$ cat src/rtl/can_irq_map.vh
// Purpose: Offsets, fields, reset values and counts of the CAN interrupt and sleep control.
// Assumes: APB byte addresses, one 32-bit word per register, data in the low bits.
// Notes: Included by bare name; definitions only.
`ifndef CAN_IRQ_MAP_VH
`define CAN_IRQ_MAP_VH
`define OFS_CTRL0 8'h00
`define OFS_CFG_FIRST 6'h01
`define OFS_CFG_LAST 6'h0c
`define CFG_COUNT 12
`define OFS_RX_FLAGS 8'h34
`define OFS_RX_IRQ_EN 8'h38
`define OFS_TX_FLAGS 8'h3c
`define OFS_TX_IRQ_EN 8'h40
`define OFS_RX_ERR 8'h44
`define OFS_TX_ERR 8'h48
`define C0_SOFT_RESET 0
`define C0_SLEEP_REQ 1
`define C0_SLEEP_ACK 2
`define RF_WAKEUP 7
`define RF_RX_WARN 6
`define RF_TX_WARN 5
`define RF_RX_PASSIVE 4
`define RF_TX_PASSIVE 3
`define RF_BUS_OFF 2
`define RF_OVERRUN 1
`define RF_RX_FULL 0
`define RST_SOFT_RESET 1'h1
`define RST_CFG 8'h00
`define RST_IRQ_EN 8'h00
`define RST_TX_IRQ_EN 3'h0
`define RST_ABORT_HOLD 3'h0
`define RST_TX_EMPTY 1'h1
`define WARN_LIMIT 9'h060
`define PASSIVE_LIMIT 9'h07f
`define BUS_OFF_LIMIT 9'h0ff
`define RESYNC_BITS 4'hb
`endif

$ cat src/rtl/sticky_flag.v
// Purpose: One status flag that hardware sets and software clears by writing one.
// Assumes: All inputs except presetn are synchronous to pclk; presetn resets the flag asynchronously.
// Notes: Set and hold both win over a clear in the same cycle.
`timescale 1ns/1ns
`default_nettype none
module sticky_flag #(
   parameter RESET_VAL = 1'b0
) (
   input wire pclk,
   input wire presetn,
   input wire set_evt,
   input wire hold_cond,
   input wire clear_req,
   output reg flag_q
);
   reg flag_d;

   always @* begin
      flag_d = flag_q;
      if (clear_req) begin
         flag_d = 1'b0;
      end
      if (set_evt || hold_cond) begin
         flag_d = 1'b1;
      end
   end

   always @(posedge pclk or negedge presetn) begin
      if (!presetn) begin
         flag_q <= RESET_VAL;
      end else begin
         flag_q <= flag_d;
      end
   end
endmodule
`default_nettype wire

$ cat src/rtl/sleep_ctrl.v
// Purpose: Sleep request handshake, wake-up and bus resynchronisation sequencing.
// Assumes: rx_level is already synchronised; bit_tick is a one-cycle bit-time enable.
// Notes: After reset the block also resynchronises before joining the bus.
`timescale 1ns/1ns
`default_nettype none
`include "can_irq_map.vh"
module sleep_ctrl (
   input wire pclk,
   input wire presetn,
   input wire sleep_req,
   input wire soft_reset,
   input wire rx_level,
   input wire bit_tick,
   input wire rx_busy,
   input wire tx_busy,
   input wire tx_pending,
   output reg sleep_ack_q,
   output reg resync_q,
   output reg bus_wake_q
);
   localparam ST_RUN = 2'h0;
   localparam ST_DRAIN = 2'h1;
   localparam ST_SLEEP = 2'h2;
   localparam ST_SYNC = 2'h3;
   reg [1:0] state_q;
   reg [1:0] state_d;
   reg drain_tx_q;
   reg [3:0] bits_q;
   reg [3:0] bits_d;
   reg wake_d;

   always @* begin
      state_d = state_q;
      bits_d = bits_q;
      wake_d = 1'b0;
      case (state_q)
         ST_RUN: begin
            if (sleep_req && !soft_reset) begin
               state_d = ST_DRAIN;
            end
         end
         ST_DRAIN: begin
            if (!sleep_req || soft_reset) begin
               state_d = ST_RUN;
            end else if (!rx_busy && !tx_busy && !(drain_tx_q && tx_pending)) begin
               state_d = ST_SLEEP;
            end
         end
         ST_SLEEP: begin
            if (soft_reset || !sleep_req) begin
               state_d = ST_SYNC;
            end else if (!rx_level) begin
               state_d = ST_SYNC;
               wake_d = 1'b1;
            end
            bits_d = 4'h0;
         end
         ST_SYNC: begin
            if (bit_tick) begin
               if (!rx_level) begin
                  bits_d = 4'h0;
               end else if (bits_q == `RESYNC_BITS - 4'h1) begin
                  bits_d = 4'h0;
                  state_d = ST_RUN;
               end else begin
                  bits_d = bits_q + 4'h1;
               end
            end
         end
         default: begin
            state_d = ST_SYNC;
         end
      endcase
   end

   always @(posedge pclk or negedge presetn) begin
      if (!presetn) begin
         state_q <= ST_SYNC;
         bits_q <= 4'h0;
         drain_tx_q <= 1'b0;
         sleep_ack_q <= 1'b0;
         resync_q <= 1'b1;
         bus_wake_q <= 1'b0;
      end else begin
         state_q <= state_d;
         bits_q <= bits_d;
         drain_tx_q <= (state_q == ST_DRAIN) && (drain_tx_q || tx_busy);
         sleep_ack_q <= (state_d == ST_SLEEP);
         resync_q <= (state_d == ST_SYNC);
         bus_wake_q <= wake_d;
      end
   end
endmodule
`default_nettype wire

$ cat src/rtl/can_irq_and_sleep_control.v
// Purpose: Interrupt flags, configuration lock and low-power control of a CAN controller.
// Assumes: Protocol engine inputs are synchronous to pclk; rx_pin is asynchronous.
// Notes: APB slave answers every access in its first access cycle.
//
// The placing of the registers and the APB register port were left to the implementer.
`timescale 1ns/1ns
`default_nettype none
`include "can_irq_map.vh"
module can_irq_and_sleep_control (
   input wire pclk,
   input wire presetn,
   input wire psel,
   input wire penable,
   input wire pwrite,
   input wire [7:0] paddr,
   input wire [31:0] pwdata,
   output reg [31:0] prdata,
   output reg pready,
   output reg pslverr,
   input wire cpu_stop,
   input wire rx_pin,
   input wire tx_bit,
   input wire bit_tick,
   input wire rx_busy,
   input wire tx_busy,
   input wire rx_accept,
   input wire [2:0] tx_done,
   input wire [2:0] abort_done,
   input wire [7:0] rx_err_cnt,
   input wire [8:0] tx_err_cnt,
   output reg tx_pin,
   output reg irq_wakeup,
   output reg irq_error,
   output reg irq_receive,
   output reg irq_transmit,
   output reg core_clk_en,
   output reg reg_clk_en,
   output reg bus_join,
   output reg rx_copy,
   output reg recovery_count_en,
   output wire [2:0] tx_empty,
   output wire [95:0] cfg_bus,
   output wire soft_reset_bit,
   output wire sleep_acknowledge
);
   reg rx_meta_q;
   reg rx_sync_q;
   reg sleep_request;
   reg soft_reset_q;
   reg [7:0] rx_irq_en_q;
   reg [2:0] tx_irq_en_q;
   reg bg_full_q;
   reg bg_full_d;
   reg [7:0] cfg_q [0:`CFG_COUNT-1];
   wire [10:0] flags_q;
   reg [10:0] flag_set;
   reg [10:0] flag_hold;
   wire [10:0] flag_clr;
   wire sleep_ack;
   wire resync;
   wire bus_wake;
   wire setup_cyc;
   wire wr_en;
   wire cfg_hit;
   wire [5:0] word_idx;
   wire [5:0] cfg_idx;
   wire join_now;
   wire copy_go;
   wire overrun_evt;
   wire tx_pending;
   reg [8:0] rd_data;
   reg rd_hit;
   reg [2:0] abort_hold_q;
   reg [2:0] abort_hold_d;
   wire [2:0] abort_apply;
   wire run_mode;
   wire access_err;

   assign setup_cyc = psel && !penable;
   // Power down blocks every register write; reads also answer with an error then.
   assign wr_en = psel && penable && pready && pwrite && !cpu_stop;
   assign word_idx = paddr[7:2];
   assign cfg_hit = (paddr[1:0] == 2'h0) && (word_idx >= `OFS_CFG_FIRST) &&
      (word_idx <= `OFS_CFG_LAST);
   assign cfg_idx = word_idx - `OFS_CFG_FIRST;
   assign tx_empty = flags_q[10:8];
   assign tx_pending = ~&flags_q[10:8];
   assign soft_reset_bit = soft_reset_q;
   assign sleep_acknowledge = sleep_ack;

   // Two flip-flops before the bus level is looked at.
   always @(posedge pclk or negedge presetn) begin
      if (!presetn) begin
         rx_meta_q <= 1'b1;
         rx_sync_q <= 1'b1;
      end else begin
         rx_meta_q <= rx_pin;
         rx_sync_q <= rx_meta_q;
      end
   end

   sleep_ctrl u_sleep (
      .pclk(pclk),
      .presetn(presetn),
      .sleep_req(sleep_request),
      .soft_reset(soft_reset_q),
      .rx_level(rx_sync_q),
      .bit_tick(bit_tick),
      .rx_busy(rx_busy),
      .tx_busy(tx_busy),
      .tx_pending(tx_pending),
      .sleep_ack_q(sleep_ack),
      .resync_q(resync),
      .bus_wake_q(bus_wake)
   );

   // mode from stop and bits
   // Normal mode only while the CPU runs, with no sleep acknowledge and soft reset clear.
   assign run_mode = !cpu_stop && !sleep_ack && !soft_reset_q;
   // Rejoining also waits for the resynchronisation after wake-up or reset.
   assign join_now = run_mode && !resync;

   // Control register 0: soft reset and the sleep request handshake.
   always @(posedge pclk or negedge presetn) begin
      if (!presetn) begin
         soft_reset_q <= `RST_SOFT_RESET;
         sleep_request <= 1'b0;
      end else begin
         if (wr_en && (paddr == `OFS_CTRL0)) begin
            soft_reset_q <= pwdata[`C0_SOFT_RESET];
            if (pwdata[`C0_SLEEP_REQ]) begin
               sleep_request <= 1'b1;
            end else if (sleep_ack) begin
               sleep_request <= 1'b0;
            end
         end else if (bus_wake) begin
            // Bus wake-up withdraws the request so the node does not fall asleep again.
            sleep_request <= 1'b0;
         end
      end
   end

   // Interrupt enable registers are writable in every mode except power down.
   always @(posedge pclk or negedge presetn) begin
      if (!presetn) begin
         rx_irq_en_q <= `RST_IRQ_EN;
         tx_irq_en_q <= `RST_TX_IRQ_EN;
      end else begin
         if (wr_en && (paddr == `OFS_RX_IRQ_EN)) begin
            rx_irq_en_q <= pwdata[7:0];
         end
         if (wr_en && (paddr == `OFS_TX_IRQ_EN)) begin
            tx_irq_en_q <= pwdata[2:0];
         end
      end
   end

   genvar gi;
   generate
      for (gi = 0; gi < `CFG_COUNT; gi = gi + 1) begin : g_cfg
         always @(posedge pclk or negedge presetn) begin
            if (!presetn) begin
               cfg_q[gi] <= `RST_CFG;
            end else if (wr_en && cfg_hit && soft_reset_q && (cfg_idx == gi)) begin
               cfg_q[gi] <= pwdata[7:0];
            end
         end
         assign cfg_bus[8*gi+7:8*gi] = cfg_q[gi];
      end
   endgenerate

   // Receive buffer bookkeeping: background slot plus the foreground full flag.
   // no copy while asleep
   assign copy_go = join_now && !flags_q[`RF_RX_FULL] && (bg_full_q || rx_accept);
   assign overrun_evt = join_now && rx_accept && bg_full_q && flags_q[`RF_RX_FULL];

   always @* begin
      bg_full_d = bg_full_q;
      if (copy_go) begin
         bg_full_d = bg_full_q && rx_accept;
      end else if (rx_accept && join_now) begin
         bg_full_d = 1'b1;
      end
   end

   always @(posedge pclk or negedge presetn) begin
      if (!presetn) begin
         bg_full_q <= 1'b0;
      end else begin
         bg_full_q <= bg_full_d;
      end
   end

   // aborts wait for rejoin
   // The engine is stopped in sleep, yet a stray abort must not free a buffer before rejoin.
   always @* begin
      abort_hold_d = abort_hold_q | abort_done;
      if (join_now) begin
         abort_hold_d = 3'h0;
      end
   end

   always @(posedge pclk or negedge presetn) begin
      if (!presetn) begin
         abort_hold_q <= `RST_ABORT_HOLD;
      end else begin
         abort_hold_q <= abort_hold_d;
      end
   end

   assign abort_apply = join_now ? (abort_hold_q | abort_done) : 3'h0;

   always @* begin
      flag_set = 11'h000;
      flag_hold = 11'h000;
      flag_set[`RF_WAKEUP] = sleep_ack && rx_irq_en_q[`RF_WAKEUP] && !rx_sync_q;
      flag_hold[`RF_RX_WARN] = ({1'b0, rx_err_cnt} >= `WARN_LIMIT);
      flag_hold[`RF_TX_WARN] = (tx_err_cnt >= `WARN_LIMIT);
      flag_hold[`RF_RX_PASSIVE] = ({1'b0, rx_err_cnt} > `PASSIVE_LIMIT);
      flag_hold[`RF_TX_PASSIVE] = (tx_err_cnt > `PASSIVE_LIMIT);
      flag_hold[`RF_BUS_OFF] = (tx_err_cnt > `BUS_OFF_LIMIT);
      flag_set[`RF_OVERRUN] = overrun_evt;
      flag_set[`RF_RX_FULL] = copy_go;
      flag_set[10:8] = tx_done | abort_apply;
   end

   assign flag_clr[7:0] = {8{wr_en && (paddr == `OFS_RX_FLAGS)}} & pwdata[7:0];
   assign flag_clr[10:8] = {3{wr_en && (paddr == `OFS_TX_FLAGS)}} & pwdata[2:0];

   generate
      for (gi = 0; gi < 11; gi = gi + 1) begin : g_flag
         sticky_flag #(
            .RESET_VAL((gi >= 8) ? `RST_TX_EMPTY : 1'b0)
         ) u_flag (
            .pclk(pclk),
            .presetn(presetn),
            .set_evt(flag_set[gi]),
            .hold_cond(flag_hold[gi]),
            .clear_req(flag_clr[gi]),
            .flag_q(flags_q[gi])
         );
      end
   endgenerate

   // Read multiplexer; error counters appear here only, with no write path.
   always @* begin
      rd_data = 9'h000;
      rd_hit = 1'b1;
      if (cfg_hit) begin
         rd_data = {1'b0, cfg_q[cfg_idx[3:0]]};
      end else begin
         case (paddr)
            `OFS_CTRL0: begin
               rd_data = {6'h00, sleep_ack, sleep_request, soft_reset_q};
            end
            `OFS_RX_FLAGS: begin
               rd_data = {1'b0, flags_q[7:0]};
            end
            `OFS_RX_IRQ_EN: begin
               rd_data = {1'b0, rx_irq_en_q};
            end
            `OFS_TX_FLAGS: begin
               rd_data = {6'h00, flags_q[10:8]};
            end
            `OFS_TX_IRQ_EN: begin
               rd_data = {6'h00, tx_irq_en_q};
            end
            `OFS_RX_ERR: begin
               rd_data = {1'b0, rx_err_cnt};
            end
            `OFS_TX_ERR: begin
               rd_data = tx_err_cnt;
            end
            default: begin
               rd_hit = 1'b0;
            end
         endcase
      end
   end

   // Power down and unmapped addresses answer with an error and zero data.
   assign access_err = !rd_hit || cpu_stop;

   // The answer is prepared in the setup cycle so that pready can come from a flip-flop.
   always @(posedge pclk or negedge presetn) begin
      if (!presetn) begin
         prdata <= 32'h00000000;
         pready <= 1'b0;
         pslverr <= 1'b0;
      end else begin
         pready <= setup_cyc;
         pslverr <= setup_cyc && access_err;
         if (setup_cyc && !pwrite) begin
            prdata <= access_err ? 32'h00000000 : {23'h000000, rd_data};
         end
      end
   end

   always @(posedge pclk or negedge presetn) begin
      if (!presetn) begin
         irq_wakeup <= 1'b0;
         irq_error <= 1'b0;
         irq_receive <= 1'b0;
         irq_transmit <= 1'b0;
      end else begin
         irq_wakeup <= flags_q[`RF_WAKEUP] && rx_irq_en_q[`RF_WAKEUP];
         irq_error <= |(flags_q[6:1] & rx_irq_en_q[6:1]);
         irq_receive <= flags_q[`RF_RX_FULL] && rx_irq_en_q[`RF_RX_FULL];
         irq_transmit <= |(flags_q[10:8] & tx_irq_en_q);
      end
   end

   always @(posedge pclk or negedge presetn) begin
      if (!presetn) begin
         tx_pin <= 1'b1;
         core_clk_en <= 1'b0;
         reg_clk_en <= 1'b0;
         bus_join <= 1'b0;
         rx_copy <= 1'b0;
         recovery_count_en <= 1'b0;
      end else begin
         tx_pin <= run_mode ? tx_bit : 1'b1;
         core_clk_en <= run_mode;
         reg_clk_en <= !cpu_stop;
         bus_join <= join_now;
         rx_copy <= copy_go;
         recovery_count_en <= flags_q[`RF_BUS_OFF] && run_mode;
      end
   end
endmodule
`default_nettype wire

$ cat config.mk
export PLATFORM = sky130hd
export DESIGN_NAME = can_irq_and_sleep_control
export DESIGN_NICKNAME = d
export VERILOG_FILES = /design/src/rtl/sticky_flag.v /design/src/rtl/sleep_ctrl.v /design/src/rtl/can_irq_and_sleep_control.v
export VERILOG_INCLUDE_DIRS = /design/src /design/src/rtl
export SDC_FILE = /design/constraint.sdc
export NUM_CORES = 1
export LEC_CHECK = 0
export BUFFER_PORTS_ARGS = -buffer_cell sky130_fd_sc_hd__buf_2
export CAP_MARGIN = 0
export CORE_MARGIN = 8
export CORE_UTILIZATION = 57
export DETAILED_ROUTE_END_ITERATION = 10
export PLACE_DENSITY = 0.95
export REMOVE_ABC_BUFFERS = 1
export SLEW_MARGIN = 20
export SYNTH_ARGS = -nofsm -noshare
export SYNTH_HDL_FRONTEND = slang
export SYNTH_HIERARCHICAL = 1
export SYNTH_SLANG_ARGS = --single-unit
$ cat constraint.sdc
create_clock -name pclk -period 4 [get_ports pclk]
set_input_delay 0.4 -clock pclk [delete_from_list [all_inputs] [get_ports pclk]]
set_output_delay 0.4 -clock pclk [all_outputs]
set_load 0.05 [all_outputs]
==> out/results.tsv <==
metric	value	unit
status	finished, final reports clean	
largest area contributor in the synthesized netlist	dfrtp_1	
# hold bufs at CTS	0	
Num CTS Buffers	17	
Yosys reg bits	157	
GP Congestion	0.903	
Cell Rows	43	
XOR/XNOR Fraction of Synth Area	0.222	%
CP endpoint kind	register	
Worst-Margin Slew	0.890	ns
DRC violations left	0	
worst reg2reg path depth	5	
All-Layer GR Usage	25.5	%
crit path cell chain	buf_2 -> inv_1 -> ha_1 -> and3b_1 -> a211oi_4 -> nand4_1 -> nor2_2 -> mux2_2	
Crit Path Class	primary input to register	
Crit-path slowest cell	nor2_2	
PortBufs	172	
CTS max path bufs	2	
die extent in x	134	µm
Peak VDD IR	0.000318	V
commonest non-fill, non-tap cells in the layout	buf_2 (171), dfrtp_1 (147), mux2_2 (115), conb_1 (34), nor2_1 (30)	
clk sinks	157	
mux cell area share after synthesis	23.6	%
minimum clock period	2.79	ns
GR Util met2	41.8	%
Distinct cells, synth	66	
Syn Inst Count	626	
Peak Freq	358	MHz
most common cell after layout, fill and taps aside	buf_2	
met3 global-route usage	10.5	%
grt total ovfl	0	
adder-cell share of the synthesized area	1.11	%
Worst path max stage delay	0.54	ns
top_reg_cell synth	dfrtp_1	
WL/cell	23.3	µm
Starting Density	57.6	%
cells taking the most area after synthesis	dfrtp_1 (47%), mux2_2 (16%), mux4_2 (6.9%)	
dpl hpwl	16.1	mm
final setup fails	0	
power per cell area	376	mW/mm²
RSZ-0062 raised after global routing	false	
Async SR Flop Fraction	100	%
clock latency on the worst-skew pair	0.43	ns
largest family of logic cells by synthesized area	multiplexers	
Post-synth EDFFs	0	
Post-Layout Cell Count	991	
DP Cell Count	959	
Max-slew headroom	39.9	%
RR Endpoint	cfg_bus[28]$_DFFE_PN0P_	
max-cap check violation count	0	
# nets final	880	
cell area after synthesis	0.00787	mm²
WP data required	4.31	ns
Placeable Area	0.0137	mm²
initial antenna violation count	0	
crit path DAT	3.11	ns
Syn Area/Cell	12.6	µm²
Worst Skew	0.00926	ns
met1 Use GR	30.1	%
Yosys top cell area share	46.7	%
Ports	220	
crit-path max FO	10	
Setup Fix Bufs, Post-CTS	0	
initial DRC count	524	
total negative slack	0	ns
sequential area share after synthesis	50.1	%
ant diodes	0	
CP Launch Type	primary input	
Vias/cell	6.14	
Root Buffer	clkbuf_16	
largest net degree at the start of global routing	94	
post-route cell area	0.00940	mm²
Area Growth Syn to Fin	19.4	%
r2r startpoint	pready$_DFF_PN0_	
Lkg Pwr	4.92	nW
worst hold path class	primary input to asynchronous set/reset pin	
Buf/Inv on CP	2	
htree depth	4	
# resized after CTS	0	
Placement Cell Area	0.00879	mm²
Worst R2R Setup Slack	1.50	ns
Final Hold Vio Count	0	
Slew Viols, Final	0	
first-pass GRT wire length	35.2	mm
vias	6085	
Post-Synth Simple-Gate Area	9.44	%
vias in the first global route	6236	
Die Y	134	µm
clock slew seen by the registers of the worst setup and hold paths	0.06	ns
Routed Antenna Nets	0	
CTS tree	done	
Ys Warns	6	
share of cells above drive strength 1	46.6	%
Top Usage Layer GRT	met2	
Die ar.	0.0178	mm²
family with the most delay on the worst path	simple AND/OR/NAND/NOR gates	
period utilization	69.8	%
Synth Area in Compound Gates	9.66	%
Pre-Repair DR Iteration Count	6	
WL final	23.1	mm
## report_power, final
group          internal [mW]  total, mW  switching (mW)
clock                  0.969       1.65           0.678
sequential              1.60       1.60         0.00279
combinational         0.0693      0.283           0.213
## stage by stage
stage | utilization, % | worst slack, ns | hold WS, ns | total power, mW
6_report | 68.8 | 1.21 | 0.0391 | 3.53
5_1_grt | 68.8 | 1.11 | 0.0594 | 3.63
4_1_cts | 68.8 | 1.28 | 0.0528 | 3.55
3_5_place_dp | 64.3 | 0.817 | 0.347 | 1.91
3_3_place_gp | 64.3 | 0.920 | 0.347 | 1.90
2_1_floorplan | - | 1.30 | 0.104 | 1.78
## final cells by class
type | count | area (µm²)
fill | 982 | 4270
multi-input combinational | 414 | 3590
clock inverter | 12 | 149
timing repair buffer | 180 | 927
clock buffer | 20 | 457
tap | 180 | 225
sequential | 157 | 3940
inverter | 28 | 108
## cells by family (layout without fill, tap and decap cells)
| logic type | after synthesis | in the layout |
|---|---|---|
| AOI/OAI and AO/OA | 98 | 98 |
| xor gates and xnor gates | 2 | 2 |
| adders and majority gates | 7 | 7 |
| buffers and inverters | 88 | 240 |
| DFF | 157 | 157 |
| muxes | 141 | 141 |
| other | 1 | 34 |
| and+or+nand+nor | 132 | 132 |
## state kept, by name, indices dropped and copies added, names as in the netlist, 2 cells and up
| signal | count |
|---|---|
| abort_hold_q | 3 |
| g_flag.u_flag/flag_q | 11 |
| tx_irq_en_q | 3 |
| u_sleep/state_q | 2 |
| prdata | 9 |
| cfg_bus | 96 |
| u_sleep/bits_q | 4 |
| rx_irq_en_q | 8 |
## Yosys cell counts (3+ instances only)
cell type	n
a211oi_1	5
a21o_1	3
a21oi_1	4
a221oi_1	11
a222oi_1	3
a22o_1	8
a22oi_1	6
a32o_1	4
and2_1	16
and3_1	7
buf_2	9
buf_4	26
buf_6	3
clkbuf_1	22
dfrtp_1	147
dfstp_2	10
ha_1	7
inv_1	27
mux2_2	115
mux4_2	24
nand2_1	22
nand2b_1	8
nand3_1	8
nand4_1	7
nor2_1	30
nor2_2	4
nor2b_1	4
nor3_1	6
nor3_4	4
o21ai_0	7
o21ai_1	12
o21bai_1	3
o31ai_1	10
or3_1	3
## how the worst max path moves through the flow
stage | startpoint | endpoint | slack, ns | cells past startpoint
global placement | paddr[2] | cfg_bus[26]$_DFFE_PN0P_ | 0.92 | 8
detailed placement | paddr[2] | cfg_bus[28]$_DFFE_PN0P_ | 0.82 | 8
finish | paddr[2] | cfg_bus[28]$_DFFE_PN0P_ | 1.21 | 8
floorplan | paddr[3] | cfg_bus[56]$_DFFE_PN0P_ | 1.30 | 7
global route | paddr[2] | prdata[7]$_DFFE_PN0P_ | 1.11 | 8
CTS | paddr[2] | cfg_bus[28]$_DFFE_PN0P_ | 1.28 | 8
## layer usage
metal | part of all wire (%) | routed length [µm]
met3 | 11 | 2610
met4 | 1.9 | 446
met5 | 0 | 0
met1 | 37 | 8540
met2 | 50 | 11500
No activity file was read; power rests on OpenSTA's default activity.
